### src/core/bus_sync_pkg.sv
`default_nettype none
package bus_sync_pkg;
   // ---------------------------------------------------------------
   // instruction, region and width codes
   // ---------------------------------------------------------------
   typedef enum logic [2:0] {
      OP_NONE, OP_LOAD, OP_STORE, OP_BARRIER,
      OP_INT_EN, OP_INT_DIS, OP_COP0_WR, OP_STANDBY
   } op_kind_e;
   typedef enum logic [1:0] {REG_ROM, REG_RAM, REG_SYSBUS, REG_PERBUS} region_e;
   typedef enum logic [1:0] {W_BYTE, W_HALF, W_WORD} width_e;

   // ---------------------------------------------------------------
   // write buffer geometry
   // ---------------------------------------------------------------
   localparam int WB_DEPTH = 4;
   localparam int WB_PTR_W = 2;
   localparam int WB_ENTRY_W = 4;
   localparam logic [WB_PTR_W-1:0] WB_PTR_ONE = 2'h1;
   localparam logic [WB_PTR_W:0] WB_FULL_CNT = 3'h4;

   // ---------------------------------------------------------------
   // access times (system clocks, peripheral bus in its own ticks)
   // ---------------------------------------------------------------
   localparam int CNT_W = 3;
   localparam logic [CNT_W-1:0] CNT_ONE = 3'h1;
   localparam logic [CNT_W-1:0] ROM_OPERAND_CLK = 3'h2;
   localparam logic [CNT_W-1:0] ROM_FETCH_CLK = 3'h1;
   localparam logic [CNT_W-1:0] RAM_CLK = 3'h1;
   localparam logic [CNT_W-1:0] SYSBUS_CPU_MIN_CLK = 3'h3;
   localparam logic [CNT_W-1:0] SYSBUS_DMA_CLK = 3'h4;
   localparam logic [CNT_W-1:0] PERBUS_MIN_TICKS = 3'h4;

   // ---------------------------------------------------------------
   // system control coprocessor status
   // ---------------------------------------------------------------
   localparam int COP0_W = 8;
   localparam int COP0_IE_BIT = 0;
   localparam logic [COP0_W-1:0] COP0_RESET = 8'h00;
endpackage : bus_sync_pkg
`default_nettype wire

### src/core/wbuf_fifo.sv
`timescale 1ns/100ps
`default_nettype none
module wbuf_fifo (
   input wire logic clk,
   input wire logic rst_n,
   input wire logic push,
   input wire logic [bus_sync_pkg::WB_ENTRY_W-1:0] push_data,
   input wire logic pop,
   output logic [bus_sync_pkg::WB_ENTRY_W-1:0] pop_data,
   output logic full,
   output logic empty
);
   import bus_sync_pkg::*;

   logic [WB_ENTRY_W-1:0] mem_q [WB_DEPTH];
   logic [WB_PTR_W-1:0] wr_q, wr_d, rd_q, rd_d;
   logic [WB_PTR_W:0] cnt_q, cnt_d;
   logic do_push, do_pop;

   // ---------------------------------------------------------------
   // pointers and fill count
   // ---------------------------------------------------------------
   assign full = (cnt_q == WB_FULL_CNT);
   assign empty = (cnt_q == '0);
   assign do_push = push & ~full;
   assign do_pop = pop & ~empty;
   assign pop_data = mem_q[rd_q];

   // next pointer values
   always_comb begin
      wr_d = do_push ? wr_q + WB_PTR_ONE : wr_q;
      rd_d = do_pop ? rd_q + WB_PTR_ONE : rd_q;
      cnt_d = cnt_q + {2'h0, do_push} - {2'h0, do_pop};
   end

   // pointer registers
   always_ff @(posedge clk or negedge rst_n) begin
      if (!rst_n) begin
         wr_q <= '0;
         rd_q <= '0;
         cnt_q <= '0;
      end else begin
         wr_q <= wr_d;
         rd_q <= rd_d;
         cnt_q <= cnt_d;
      end
   end

   // entry storage, no reset needed: read only when counted
   always_ff @(posedge clk) begin
      if (do_push) begin
         mem_q[wr_q] <= push_data;
      end
   end
endmodule : wbuf_fifo
`default_nettype wire

### src/core/bus_sync_ctrl.sv
`timescale 1ns/100ps
`default_nettype none
// Function
// - a load does not stall the pipeline unless one is already pending
// - barrier holds until cpu bus work done; a dma cycle does not hold it
// - rom operand 2, fetch 1 (byte fetch 2), ram 1
// - system bus cpu 3-4, dma 4 clocks
// - peripheral bus 4-5 peripheral clocks
// - interrupt enable effective two clocks later
// - disable immediate, status two clocks later
// - cop0 write two clocks, disable immediate
// - standby entered two clocks after instruction
// - state instructions never wait for bus
// - four-entry write buffer, loads wait empty
module bus_sync_ctrl (
   input wire logic clk,
   input wire logic rstn,
   input wire logic op_valid,
   input wire bus_sync_pkg::op_kind_e op_kind,
   input wire bus_sync_pkg::region_e op_region,
   input wire bus_sync_pkg::width_e op_width,
   input wire logic [bus_sync_pkg::COP0_W-1:0] op_wdata,
   output logic op_stall,
   input wire logic fetch_req,
   input wire bus_sync_pkg::region_e fetch_region,
   input wire bus_sync_pkg::width_e fetch_width,
   output logic fetch_ready,
   output logic fetch_done,
   input wire logic dma_req,
   input wire bus_sync_pkg::region_e dma_region,
   output logic dma_ack,
   output logic dma_done,
   input wire logic sysbus_wait,
   input wire logic perbus_wait,
   input wire logic peripheral_bus_clock_tick,
   input wire logic wake,
   output logic load_done,
   output logic store_done,
   output logic int_allowed,
   output logic [bus_sync_pkg::COP0_W-1:0] cop0_status,
   output logic standby_mode
);
   import bus_sync_pkg::*;

   typedef enum logic [1:0] {SRC_LOAD, SRC_STORE, SRC_DMA} src_e;

   // ---------------------------------------------------------------
   // reset release
   // ---------------------------------------------------------------
   logic [1:0] rst_sync_q;
   logic rst_n;
   always_ff @(posedge clk or negedge rstn) begin
      if (!rstn) begin
         rst_sync_q <= 2'h0;
      end else begin
         rst_sync_q <= {rst_sync_q[0], 1'b1};
      end
   end
   assign rst_n = rst_sync_q[1];

   // access time by target, initiator and width
   function automatic logic [CNT_W-1:0] lat_f(region_e r, width_e w, logic fetch,
                                              logic dma, logic slow);
      logic [CNT_W-1:0] l;
      l = RAM_CLK;
      case (r)
         REG_ROM: l = (fetch && w != W_BYTE) ? ROM_FETCH_CLK : ROM_OPERAND_CLK;
         REG_RAM: l = RAM_CLK;
         REG_SYSBUS: l = dma ? SYSBUS_DMA_CLK : SYSBUS_CPU_MIN_CLK + {2'h0, slow};
         default: l = PERBUS_MIN_TICKS + {2'h0, slow};
      endcase
      return l;
   endfunction : lat_f

   // ---------------------------------------------------------------
   // issue decode and stall
   // ---------------------------------------------------------------
   logic busy_q, busy_d, load_pend_q, load_pend_d, cpu_idle;
   logic wb_full, wb_empty, wb_pop, wb_push, load_accept;
   logic ei_now, di_now, cop0_now, stby_now, block_now;
   logic [WB_ENTRY_W-1:0] wb_head;
   src_e src_q, src_d;

   assign ei_now = op_valid && op_kind == OP_INT_EN;
   assign di_now = op_valid && op_kind == OP_INT_DIS;
   assign cop0_now = op_valid && op_kind == OP_COP0_WR;
   assign stby_now = op_valid && op_kind == OP_STANDBY;
   assign cpu_idle = ~(busy_q && src_q != SRC_DMA) & wb_empty & ~load_pend_q;

   // only a second load, a full buffer or a busy barrier stall issue
   always_comb begin
      op_stall = 1'b0;
      if (op_valid) begin
         case (op_kind)
            OP_LOAD: op_stall = load_pend_q;
            OP_STORE: op_stall = wb_full;
            OP_BARRIER: op_stall = ~cpu_idle;
            default: op_stall = 1'b0;
         endcase
      end
   end
   assign load_accept = op_valid && op_kind == OP_LOAD && !load_pend_q;
   assign wb_push = op_valid && op_kind == OP_STORE && !wb_full;

   // ---------------------------------------------------------------
   // write buffer
   // ---------------------------------------------------------------
   wbuf_fifo u_wbuf (
      .clk(clk),
      .rst_n(rst_n),
      .push(wb_push),
      .push_data({op_region, op_width}),
      .pop(wb_pop),
      .pop_data(wb_head),
      .full(wb_full),
      .empty(wb_empty)
   );

   // ---------------------------------------------------------------
   // bus cycle engine, runs apart from the pipeline
   // ---------------------------------------------------------------
   logic [CNT_W-1:0] cnt_q, cnt_d;
   region_e rgn_q, rgn_d, start_rgn, load_rgn_q, load_rgn_d;
   width_e start_w, load_w_q, load_w_d;
   src_e start_src;
   logic start, fin;

   // pick dma, then buffered stores, then a pending load
   always_comb begin
      busy_d = busy_q;
      cnt_d = cnt_q;
      src_d = src_q;
      rgn_d = rgn_q;
      start = 1'b0;
      fin = 1'b0;
      wb_pop = 1'b0;
      dma_ack = 1'b0;
      start_src = SRC_LOAD;
      start_rgn = load_rgn_q;
      start_w = load_w_q;
      if (busy_q) begin
         if (rgn_q != REG_PERBUS || peripheral_bus_clock_tick) begin
            if (cnt_q == CNT_ONE) begin
               fin = 1'b1;
               busy_d = 1'b0;
            end else begin
               cnt_d = cnt_q - CNT_ONE;
            end
         end
      end else if (dma_req) begin
         start = 1'b1;
         dma_ack = 1'b1;
         start_src = SRC_DMA;
         start_rgn = dma_region;
         start_w = W_WORD;
      end else if (!wb_empty) begin
         start = 1'b1;
         wb_pop = 1'b1;
         start_src = SRC_STORE;
         start_rgn = region_e'(wb_head[3:2]);
         start_w = width_e'(wb_head[1:0]);
      end else if (load_pend_q) begin
         start = 1'b1;
      end
      if (start) begin
         busy_d = 1'b1;
         src_d = start_src;
         rgn_d = start_rgn;
         cnt_d = lat_f(start_rgn, start_w, 1'b0, start_src == SRC_DMA,
                       start_rgn == REG_SYSBUS ? sysbus_wait : perbus_wait);
      end
   end

   // non-blocking load slot
   always_comb begin
      load_pend_d = load_pend_q;
      load_rgn_d = load_rgn_q;
      load_w_d = load_w_q;
      if (start && start_src == SRC_LOAD) begin
         load_pend_d = 1'b0;
      end
      if (load_accept) begin
         load_pend_d = 1'b1;
         load_rgn_d = op_region;
         load_w_d = op_width;
      end
   end

   // engine registers
   always_ff @(posedge clk or negedge rst_n) begin
      if (!rst_n) begin
         busy_q <= 1'b0;
         cnt_q <= '0;
         src_q <= SRC_LOAD;
         rgn_q <= REG_RAM;
         load_pend_q <= 1'b0;
         load_rgn_q <= REG_RAM;
         load_w_q <= W_WORD;
      end else begin
         busy_q <= busy_d;
         cnt_q <= cnt_d;
         src_q <= src_d;
         rgn_q <= rgn_d;
         load_pend_q <= load_pend_d;
         load_rgn_q <= load_rgn_d;
         load_w_q <= load_w_d;
      end
   end
   assign load_done = fin && src_q == SRC_LOAD;
   assign store_done = fin && src_q == SRC_STORE;
   assign dma_done = fin && src_q == SRC_DMA;

   // ---------------------------------------------------------------
   // instruction fetch timer
   // ---------------------------------------------------------------
   logic [CNT_W-1:0] fcnt_q, fcnt_d;
   assign fetch_ready = (fcnt_q == '0);
   assign fetch_done = (fcnt_q == CNT_ONE);
   always_comb begin
      fcnt_d = fcnt_q;
      if (!fetch_ready) begin
         fcnt_d = fcnt_q - CNT_ONE;
      end else if (fetch_req) begin
         fcnt_d = lat_f(fetch_region, fetch_width, 1'b1, 1'b0, 1'b0);
      end
   end
   always_ff @(posedge clk or negedge rst_n) begin
      if (!rst_n) begin
         fcnt_q <= '0;
      end else begin
         fcnt_q <= fcnt_d;
      end
   end

   // ---------------------------------------------------------------
   // interrupt enable, cop0 status and standby
   // ---------------------------------------------------------------
   logic pend_ei_q, pend_di_q, pend_cop0_q, pend_stby_q, ie_eff_q, ie_eff_d, stby_d;
   logic [COP0_W-1:0] pend_data_q, cop0_d;
   assign block_now = di_now | (cop0_now & ~op_wdata[COP0_IE_BIT]);
   assign int_allowed = ie_eff_q & ~block_now;

   // one pending stage plus the state register gives two clocks
   always_comb begin
      ie_eff_d = ie_eff_q;
      cop0_d = cop0_status;
      stby_d = standby_mode;
      if (pend_ei_q) begin
         ie_eff_d = 1'b1;
         cop0_d[COP0_IE_BIT] = 1'b1;
      end
      if (pend_di_q) begin
         cop0_d[COP0_IE_BIT] = 1'b0;
      end
      if (pend_cop0_q) begin
         cop0_d = pend_data_q;
         ie_eff_d = pend_data_q[COP0_IE_BIT];
      end
      if (block_now) begin
         ie_eff_d = 1'b0;
      end
      if (wake) begin
         stby_d = 1'b0;
      end
      if (pend_stby_q) begin
         stby_d = 1'b1;
      end
   end
   always_ff @(posedge clk or negedge rst_n) begin
      if (!rst_n) begin
         pend_ei_q <= 1'b0;
         pend_di_q <= 1'b0;
         pend_cop0_q <= 1'b0;
         pend_stby_q <= 1'b0;
         pend_data_q <= COP0_RESET;
         ie_eff_q <= 1'b0;
         cop0_status <= COP0_RESET;
         standby_mode <= 1'b0;
      end else begin
         pend_ei_q <= ei_now;
         pend_di_q <= di_now;
         pend_cop0_q <= cop0_now;
         pend_stby_q <= stby_now;
         pend_data_q <= op_wdata;
         ie_eff_q <= ie_eff_d;
         cop0_status <= cop0_d;
         standby_mode <= stby_d;
      end
   end

   // ---------------------------------------------------------------
   // checks
   // ---------------------------------------------------------------
   logic [CNT_W-1:0] ticks_q;
   always_ff @(posedge clk or negedge rst_n) begin
      if (!rst_n) begin
         ticks_q <= '0;
      end else if (start) begin
         ticks_q <= '0;
      end else if (busy_q && peripheral_bus_clock_tick && !fin) begin
         ticks_q <= ticks_q + CNT_ONE;
      end
   end
endmodule : bus_sync_ctrl
`default_nettype wire

### config.mk
export PLATFORM = sky130hd
export DESIGN_NAME = bus_sync_ctrl
export DESIGN_NICKNAME = d
export VERILOG_FILES = /design/src/core/bus_sync_pkg.sv /design/src/core/wbuf_fifo.sv /design/src/core/bus_sync_ctrl.sv
export SDC_FILE = /design/constraint.sdc
export NUM_CORES = 1
export LEC_CHECK = 0
export BUFFER_PORTS_ARGS = -buffer_cell sky130_fd_sc_hd__buf_2
export CORE_AREA = 2 2 116 85
export CTS_CLUSTER_DIAMETER = 120
export DETAILED_ROUTE_END_ITERATION = 8
export DIE_AREA = 0 0 118 87
export GPL_ROUTABILITY_DRIVEN = 1
export MAX_ROUTING_LAYER = met4
export PLACE_DENSITY = 0.57
export SLEW_MARGIN = 20
export SYNTH_ARGS = -nofsm -noshare
export SYNTH_HDL_FRONTEND = slang
export SYNTH_HIERARCHICAL = 1
export SYNTH_SLANG_ARGS = --single-unit
export TNS_END_PERCENT = 1
### constraint.sdc
create_clock -name clk -period 1.89 [get_ports clk]
set_input_delay 0.0945 -clock clk [delete_from_list [all_inputs] [get_ports clk]]
set_output_delay 0.0945 -clock clk [all_outputs]
set_load 0.02 [all_outputs]
==> impl_metrics.yaml, run 1 <==
floorplan:
  core-area_mm2: 0.00927
  fp.dieArea_mm2: 0.0103
  initial_core_util: 0.277
  die_h_um: 87
  die_w_um: 118
  ios: 47
  num_rows: 30
cells_and_area:
  layout-drive-gt1-share: 0.361
  antenna_cells: 0
  final_common_cell: "buf_2"
  stdcell_count: 427
  area_growth_pct: 33.5
  final_net_count: 342
  final_cell_mix: "43 x buf_2, 42 x dfrtp_1, 19 x buf_4"
drt:
  dr.pass1.iters: 4
  vias: 1867
  drt-initial-drc-count: 65
  viasPerCell: 4.37
  postRouteAntennaNets: 0
  drc: 0
  wl_um: 5300
  avgRoutedWirePerCell_um: 12.4
worst_setup_path:
  cp-end-kind: "flip-flop"
  worstSetupPathType: "reg2reg"
  crit_required_ns: 2.06
  slowest_stage: "dfrtp_1"
  slowest_delay_ns: 0.39
  critical_path.cell_chain: "or3b_4, inv_4, nor4_4, nand2_4, ha_4, inv_2, ha_4, inv_2, fa_2, xnor2_2, xnor2_1"
  cp_max_fo: 2
  cp.arrival_ns: 2.42
  crit_path_start_kind: "flip-flop"
status:
  status: "finished, violations left"
  violations: "setup timing"
placement:
  dp_cells: 406
  port-buffer-count: 44
  gp_congestion: 0.780
  dp.final_hpwl_um: 3950
global_route:
  grt_max_degree: 24
  grt_pass1_wl_um: 8600
  grt_pass1_vias: 1814
  antenna_found_initial: 0
  grt_usage: 0.108
  gr-total-overflow: 0
timing:
  worst_slew_margin_rel: 0.658
  fin_crit_sh: 1.19
  finalHoldViolCount: 0
  fmax_ghz: 0.443
  rsz0062_at_grt: "true"
  layout_min_cycle_time_ns: 2.26
  fin_tns_setup_ns: -0.669
  setup_viol: 3
  setup_slack_ns: -0.366
  fin_skew_ns: 0.00430
  maxSlewViolCount: 0
  tightest_slew_ns: 0.514
clocking:
  cts_tree: "yes"
  htreeDepth: 2
  cts-root-buf: "clkbuf_16"
  numCtsBuffers: 5
  clk_pin_slew_ns: 0.06
  clockBufferDepth: 2
  cts.sinks: 53
  clock_latency_ns: 0.29
job:
  max-cap-violations: 0
power_and_ir_drop:
  finalPower_mw: 4.50
  powerDensity_mw_per_mm2: 1310
  ir_drop_v: 0.000393
  leakage_nw: 1.57
min_path:
  min_path_type: "in2reg"
logic_synthesis:
  syn_area_mm2: 0.00257
  syn_inst: 222
  yosys_warnings: 6
  synth_fp_nets: 266
  avgSynthCellArea_um2: 11.6
## cell type report
class / instances / area (µm²)
inverters: 19 / 73.8
clock buffers: 8 / 146
fillers: 926 / 5840
well taps: 128 / 160
flip-flops and latches: 53 / 1370
multi-input cells: 144 / 1180
repair buffers: 75 / 502
## final timing paths
kind | cells past startpoint | slack (ns) | to | from
max | 11 | -0.37 | u_wbuf/cnt_q[2]$_DFF_PN0_ | u_wbuf/cnt_q[2]$_DFF_PN0_
min | 1 | 0.05 | u_wbuf/mem_q[1][3]$_DFFE_PP_ | op_region[1]
max reg2reg | 11 | -0.37 | u_wbuf/cnt_q[2]$_DFF_PN0_ | u_wbuf/cnt_q[2]$_DFF_PN0_
min reg2reg | 0 | 0.25 | u_wbuf/rd_q[0]$_DFFE_PN0P_ | rst_sync_q[1]$_DFF_PN0_
max in group asynchronous | 1 | 1.15 | cop0_status[2]$_DFFE_PN0P_ | rst_sync_q[1]$_DFF_PN0_
min in group asynchronous | 2 | 0.12 | rst_sync_q[0]$_DFF_PN0_ | rstn
## metrics by stage
step	utilization	instance area [µm²]	hold WS (ns)	worst slack, ns
6_report	0.370	3430	0.0530	-0.366
5_1_grt	0.370	3430	0.0537	-0.460
4_1_cts	0.361	3340	0.0473	-0.411
3_5_place_dp	0.331	3070	-0.117	-0.433
3_3_place_gp	0.331	3070	-0.119	-0.330
2_1_floorplan	-	2580	-0.201	-0.492
## power by group
| group | leakage [nW] | internal [mW] | switching (mW) |
|---|---|---|---|
| Combinational | 0.897 | 0.935 | 0.932 |
| Sequential | 0.606 | 1.47 | 0.248 |
| Clock | 0.0712 | 0.529 | 0.390 |
## critical path, delay by kind of cell (launching register included)
family | cells | cell delay [ns]
fa+ha+maj | 3 | 0.72
simple gates | 3 | 0.60
flops | 1 | 0.39
xor+xnor | 2 | 0.28
buf+inv | 3 | 0.13
## state kept, by name (all words and copies together), names as in the netlist, 2 cells and up
register and flops:
pend_data_q 8, cop0_status 8, u_wbuf/rd_q 2, u_wbuf/cnt_q 3
src_q 2, load_rgn_q 2, rst_sync_q 2, fcnt_q 3
cnt_q 3, u_wbuf/wr_q 2, u_wbuf/mem_q 8, rgn_q 2
## metal layers
| layer | vias to the layer above | global-route usage | wire [µm] |
|---|---|---|---|
| li1 | 927 | - | - |
| met1 | 917 | 0.151 | 2750 |
| met2 | 18 | 0.158 | 2370 |
| met3 | 5 | 0.0249 | 137 |
| met4 | 0 | 0.0296 | 44 |
| met5 | - | - | 0 |
## timing repair
item	4_1_cts	5_1_grt
setup buffers	1	3
endpoints found under the hold margin	10	0
resized for setup	6	14
pin swaps	3	10
setup endpoints to repair	4	5
hold buffers	9	0
gates cloned	0	0
(Power assumes the default switching activity.)
==> inputs of run 2 (changes only) <==
- ABC_AREA: default -> 1
- CORE_AREA: 2 2 116 85 -> 2 2 117 85
- DIE_AREA: 0 0 118 87 -> 0 0 119 87
- PLACE_DENSITY: 0.57 -> 0.58
==> run 2 against run 1 <==
The flow still finishes with violations (setup timing). Clock skew is essentially flat. Sequential share of layout area down 0.92 points. Wire length up 6.1%. Register-to-register slack improved by 0.30 ns. Synthesized cell count rose by 33%. Clock power up 4.5%. Via count up 13%. Cell area increased by 2.4%. First-iteration DRC count is 3.1% higher. Combinational power rose by 4%. Critical endpoint is now u_wbuf/cnt_q[1]$_DFF_PN0_. Largest cell class unchanged.
==> impl_metrics.yaml, run 2 <==
placement:
  port-buffer-count: 44
  dpl_cell_area_mm2: 0.00311
  dp.final_hpwl_um: 4170
  dp_cells: 480
  pre_cts_slack_ns: -0.0985
  gp_congestion: 0.785
global_route:
  grt_max_degree: 34
  grt_busiest_layer: "met2"
  grt_pass1_wl_um: 9420
  antenna_found_initial: 0
  grt_usage: 0.119
  gr-usage-met1: 0.159
  gr-total-overflow: 0
  grt_pass1_vias: 2056
  use_met2: 0.180
  gr-usage-met3: 0.0314
clocking:
  cts-root-buf: "clkbuf_16"
  cts_tree: "yes"
  numCtsBuffers: 5
  clock_latency_ns: 0.30
  cts.sinks: 53
  clockBufferDepth: 2
  clk_pin_slew_ns: 0.08
  htreeDepth: 2
worst_setup_path:
  worstSetupPathType: "reg2reg"
  critPathTopFamily: "adder cells"
  rr_worst_depth: 12
  slowest_delay_ns: 0.51
  path_common_cell: "inv_2"
  slowest_stage: "fa_2"
  critical_path.cell_chain: "nor2_2, nand2_2, inv_2, nor3_4, nand2_2, inv_2, ha_4, inv_4, ha_4, inv_2, fa_2, inv_1"
  cp.arrival_ns: 2.15
  timing.rr.start: "u_wbuf/cnt_q[0]$_DFF_PN0_"
  crit_buf_inv: 5
  cp-end-kind: "flip-flop"
  cp_max_fo: 3
  r2r_setup_slack_ns: -0.06
  crit_required_ns: 2.09
  worstReg2RegEnd: "u_wbuf/cnt_q[1]$_DFF_PN0_"
  crit_path_start_kind: "flip-flop"
status:
  status: "finished, violations left"
  violations: "setup timing"
min_path:
  holdPathEnd: "pend_ei_q$_DFF_PN0_"
  hold-path-cell-count: 3
  hold_start: "op_kind[1]"
  min_path_type: "in2reg"
power_and_ir_drop:
  finalPower_mw: 4.60
  ir_drop_v: 0.000376
  leakage_nw: 1.77
  powerDensity_mw_per_mm2: 1310
floorplan:
  num_rows: 30
  die_w_um: 119
  core-area_mm2: 0.00935
  die_h_um: 87
  ios: 47
  fp.dieArea_mm2: 0.0104
  initial_core_util: 0.278
timing:
  layout_min_cycle_time_ns: 1.95
  setup_slack_ns: -0.0631
  fin_skew_ns: 0.00382
  tightest_slew_ns: 0.759
  finalHoldViolCount: 0
  rsz0062_at_grt: "true"
  worst_slew_margin_rel: 0.494
  maxSlewViolCount: 0
  fmax_ghz: 0.512
  fin_tns_setup_ns: -0.0889
  fin_crit_sh: 1.03
  setup_viol: 2
cells_and_area:
  multiInputGateArea_mm2: 0.00108
  final_net_count: 426
  n_fill_cell: 947
  layout-drive-gt1-share: 0.313
  antenna_cells: 0
  final_cell_mix: "70 x nand2_1, 44 x buf_2, 42 x dfrtp_1"
  final_common_cell: "nand2_1"
  seqCellArea_mm2: 0.00137
  stdcell_count: 511
  area_growth_pct: 35.2
  finish.instance_area_mm2: 0.00351
  largest_registers: "cop0_status (8), pend_data_q (8), u_wbuf/mem_q (8)"
drt:
  drt-initial-drc-count: 67
  postRouteAntennaNets: 0
  vias: 2108
  drc: 0
  dr.pass1.iters: 4
  wl_um: 5630
  viasPerCell: 4.13
  avgRoutedWirePerCell_um: 11.0
logic_synthesis:
  avgSynthCellArea_um2: 8.78
  syn_inst: 296
  synth_fp_nets: 340
  yosys_warnings: 6
  syn_area_mm2: 0.00260
job:
  max-cap-violations: 0
## run 2: cell types whose count changed in the layout (fill, tap and decap cells not counted), moves of 7 or more
cell / before / now
a21oi_1: 12 / 5
nor2_1: 13 / 29
inv_1: 14 / 38
nand2b_1: 8 / 0
nand2_1: 12 / 70
nand3_1: 3 / 12
## run 2: how the worst max path moves through the flow
stage                              start                   endpoint  cells past startpoint
2_1_floorplan  u_wbuf/cnt_q[1]$_DFF_PN0_  u_wbuf/cnt_q[1]$_DFF_PN0_                     12
6_report       u_wbuf/cnt_q[0]$_DFF_PN0_  u_wbuf/cnt_q[1]$_DFF_PN0_                     12
3_5_place_dp   u_wbuf/cnt_q[0]$_DFF_PN0_  u_wbuf/cnt_q[1]$_DFF_PN0_                     12
4_1_cts        u_wbuf/cnt_q[1]$_DFF_PN0_  u_wbuf/cnt_q[1]$_DFF_PN0_                     12
5_1_grt        u_wbuf/cnt_q[0]$_DFF_PN0_  u_wbuf/cnt_q[1]$_DFF_PN0_                     12
3_3_place_gp   u_wbuf/cnt_q[0]$_DFF_PN0_  u_wbuf/cnt_q[1]$_DFF_PN0_                     12
## run 2: worst register-to-register path: cells and delay by family (launching register included)
kind	cells	cell delay [ns]
fa+ha+maj	3	0.85
flops	1	0.39
buf+inv	5	0.25
simple gates	4	0.36
## run 2: report_power, final
group	switching, mW	internal (mW)	total, mW
logic	1.13	0.822	1.95
clock network	0.450	0.511	0.961
registers	0.231	1.46	1.69
total	1.81	2.79	4.60
## run 2: layout make-up
| type | count | share of cell area |
|---|---|---|
| Timing Repair Buffer | 82 | 0.155 |
| Multi-Input combinational cell | 188 | 0.308 |
| Sequential cell | 53 | 0.390 |
| Clock inverter | 3 | 0.00819 |
| Inverter | 52 | 0.0570 |
| Clock buffer | 5 | 0.0356 |
| Tap cell | 128 | 0.0456 |
## run 2: metrics by stage
step / util / hold WS (ns)
6_report: 0.376 / 0.0603
5_1_grt: 0.376 / 0.0639
4_1_cts: 0.371 / 0.0532
3_5_place_dp: 0.333 / -0.116
3_3_place_gp: 0.333 / -0.117
2_1_floorplan: - / -0.201
## run 2: layer usage
metal / wire length, µm / vias up
met2: 2500 / 32
met4: 72 / 0
met3: 234 / 10
li1: - / 1095
met5: 0 / -
met1: 2820 / 971
## run 2: timing repair
| action | 4_1_cts | 5_1_grt |
|---|---|---|
| hold buffers | 10 | 0 |
| pin swaps | 6 | 11 |
| hold endpoints to repair | 11 | 0 |
| endpoints found under the setup margin | 3 | 6 |
| gates resized for setup | 10 | 5 |
| buffers inserted | 9 | 4 |
| gates cloned | 0 | 0 |
==> inputs of run 3 (changes only) <==
- BUFFER_PORTS_ARGS: -buffer_cell sky130_fd_sc_hd__buf_2 -> -buffer_cell sky130_fd_sc_hd__buf_4
==> run 3 against run 2 <==
Sequential share of layout area decreased by 1.4 points. Core utilization grew 1.5 points. Wire length fell by 1.5%. Clock power up 1%. The flow still finishes with violations (setup timing). Largest cell class unchanged. Global-route usage fell by 0.26 points. Combinational power is 4% higher.
==> impl_metrics.yaml, run 3 (synthesis results as in run 2) <==
placement:
  dp.final_hpwl_um: 4050
  port-buffer-count: 44
  dp_cells: 479
  pre_cts_slack_ns: -0.0986
  gp_congestion: 0.800
timing:
  fin_crit_sh: 1.07
  setup_slack_ns: -0.134
  worst_slew_margin_rel: 0.540
  rsz0062_at_grt: "true"
  maxSlewViolCount: 0
  setup_viol: 2
  fmax_ghz: 0.494
  layout_min_cycle_time_ns: 2.02
  fin_tns_setup_ns: -0.194
  finalHoldViolCount: 0
  fin_skew_ns: 0.00735
  tightest_slew_ns: 0.690
clocking:
  clock_latency_ns: 0.29
  clockBufferDepth: 2
  clk_pin_slew_ns: 0.07
  cts_tree: "yes"
  numCtsBuffers: 5
  cts-root-buf: "clkbuf_16"
  cts.sinks: 53
  htreeDepth: 2
cells_and_area:
  layout-drive-gt1-share: 0.318
  area_growth_pct: 40.4
  seqCellArea_mm2: 0.00137
  utilization: 0.390
  final_common_cell: "nand2_1"
  stdcell_count: 512
  n_fill_cell: 924
  antenna_cells: 0
  largest_registers: "cop0_status (8), pend_data_q (8), u_wbuf/mem_q (8)"
  multiInputGateArea_mm2: 0.00108
  final_cell_mix: "69 x nand2_1, 65 x buf_4, 41 x dfrtp_1"
  final_net_count: 427
drt:
  drt-initial-drc-count: 114
  vias: 2106
  drc: 0
  dr.pass1.iters: 4
  wl_um: 5540
  avgRoutedWirePerCell_um: 10.8
  postRouteAntennaNets: 0
  viasPerCell: 4.11
global_route:
  gr-total-overflow: 0
  grt_pass1_vias: 2025
  antenna_found_initial: 0
  grt_max_degree: 32
  grt_usage: 0.116
  grt_pass1_wl_um: 9270
floorplan:
  fp.dieArea_mm2: 0.0104
  die_h_um: 87
  core-area_mm2: 0.00935
  initial_core_util: 0.278
  ios: 47
  num_rows: 30
  die_w_um: 119
power_and_ir_drop:
  powerDensity_mw_per_mm2: 1290
  leakage_nw: 1.81
  ir_drop_v: 0.000401
status:
  violations: "setup timing"
  status: "finished, violations left"
worst_setup_path:
  cp.arrival_ns: 2.22
  cp-end-kind: "flip-flop"
  cp_max_fo: 3
  crit_path_start_kind: "flip-flop"
  crit_required_ns: 2.08
  worstSetupPathType: "reg2reg"
job:
  max-cap-violations: 0
min_path:
  min_path_type: "in2reg"
[run 3: changes by cell type in the layout (fill, tap and decap cells not counted), sizes merged]
cell / previous run / this run
dlygate4sd3: 10 / 11
inv: 52 / 50
clkbuf: 5 / 7
[run 3: metrics by stage]
stage	hold WS [ns]	power (mW)	cell area (µm²)
after floorplan	-0.201	3.01	2640
after global placement	-0.121	3.48	3210
after detailed placement	-0.120	3.53	3210
after CTS	0.0317	4.68	3600
after global routing	0.0257	5.11	3650
final	0.0390	4.70	3650
[run 3: final cells by class]
class | count | share of cell area
sequential | 53 | 0.376
clock inverter | 1 | 0.00240
clock buffer | 7 | 0.0422
timing repair buffer | 83 | 0.185
inverter | 52 | 0.0542
multi-input combinational | 188 | 0.296
tap | 128 | 0.0439
[run 3: repair_timing]
action	CTS	global route
gates cloned	0	0
endpoints found under the hold margin	12	0
pin swaps	8	7
endpoints found under the setup margin	3	7
setup buffers	12	3
hold buffers	11	0
gates resized for setup	7	13
[run 3: critical path: stages (launching register included)]
cell     delay (ns)
dfrtp_1        0.40
buf_4          0.14
nand2_2        0.07
inv_2          0.05
nor3_4         0.18
nand2_4        0.09
ha_4           0.24
inv_2          0.06
ha_4           0.11
inv_2          0.03
fa_2           0.52
inv_2          0.03
[run 3: where the power goes]
part | switching (mW) | internal (mW) | total (mW)
logic | 1.13 | 0.903 | 2.03
registers | 0.231 | 1.46 | 1.69
clock network | 0.400 | 0.575 | 0.974
[run 3: worst paths after layout]
path	startpoint	endpoint	slack [ns]	cells after the start
hold / removal	op_region[0]	u_wbuf/mem_q[1][2]$_DFFE_PP_	0.04	1
min in group asynchronous	rstn	rst_sync_q[1]$_DFF_PN0_	0.12	2
max in group asynchronous	rst_sync_q[1]$_DFF_PN0_	standby_mode$_DFFE_PN0P_	0.98	1
hold reg to reg	rst_sync_q[1]$_DFF_PN0_	u_wbuf/cnt_q[1]$_DFF_PN0_	0.31	0
setup / recovery	u_wbuf/cnt_q[2]$_DFF_PN0_	u_wbuf/cnt_q[1]$_DFF_PN0_	-0.13	11
setup reg to reg	u_wbuf/cnt_q[2]$_DFF_PN0_	u_wbuf/cnt_q[1]$_DFF_PN0_	-0.13	11
[run 3: layer usage]
layer / vias up / wire, µm / track usage
met5: - / 0 / -
met2: 23 / 2480 / 0.172
met3: 5 / 171 / 0.0340
met4: 0 / 38 / 0.0303
met1: 981 / 2850 / 0.157
li1: 1097 / - / -
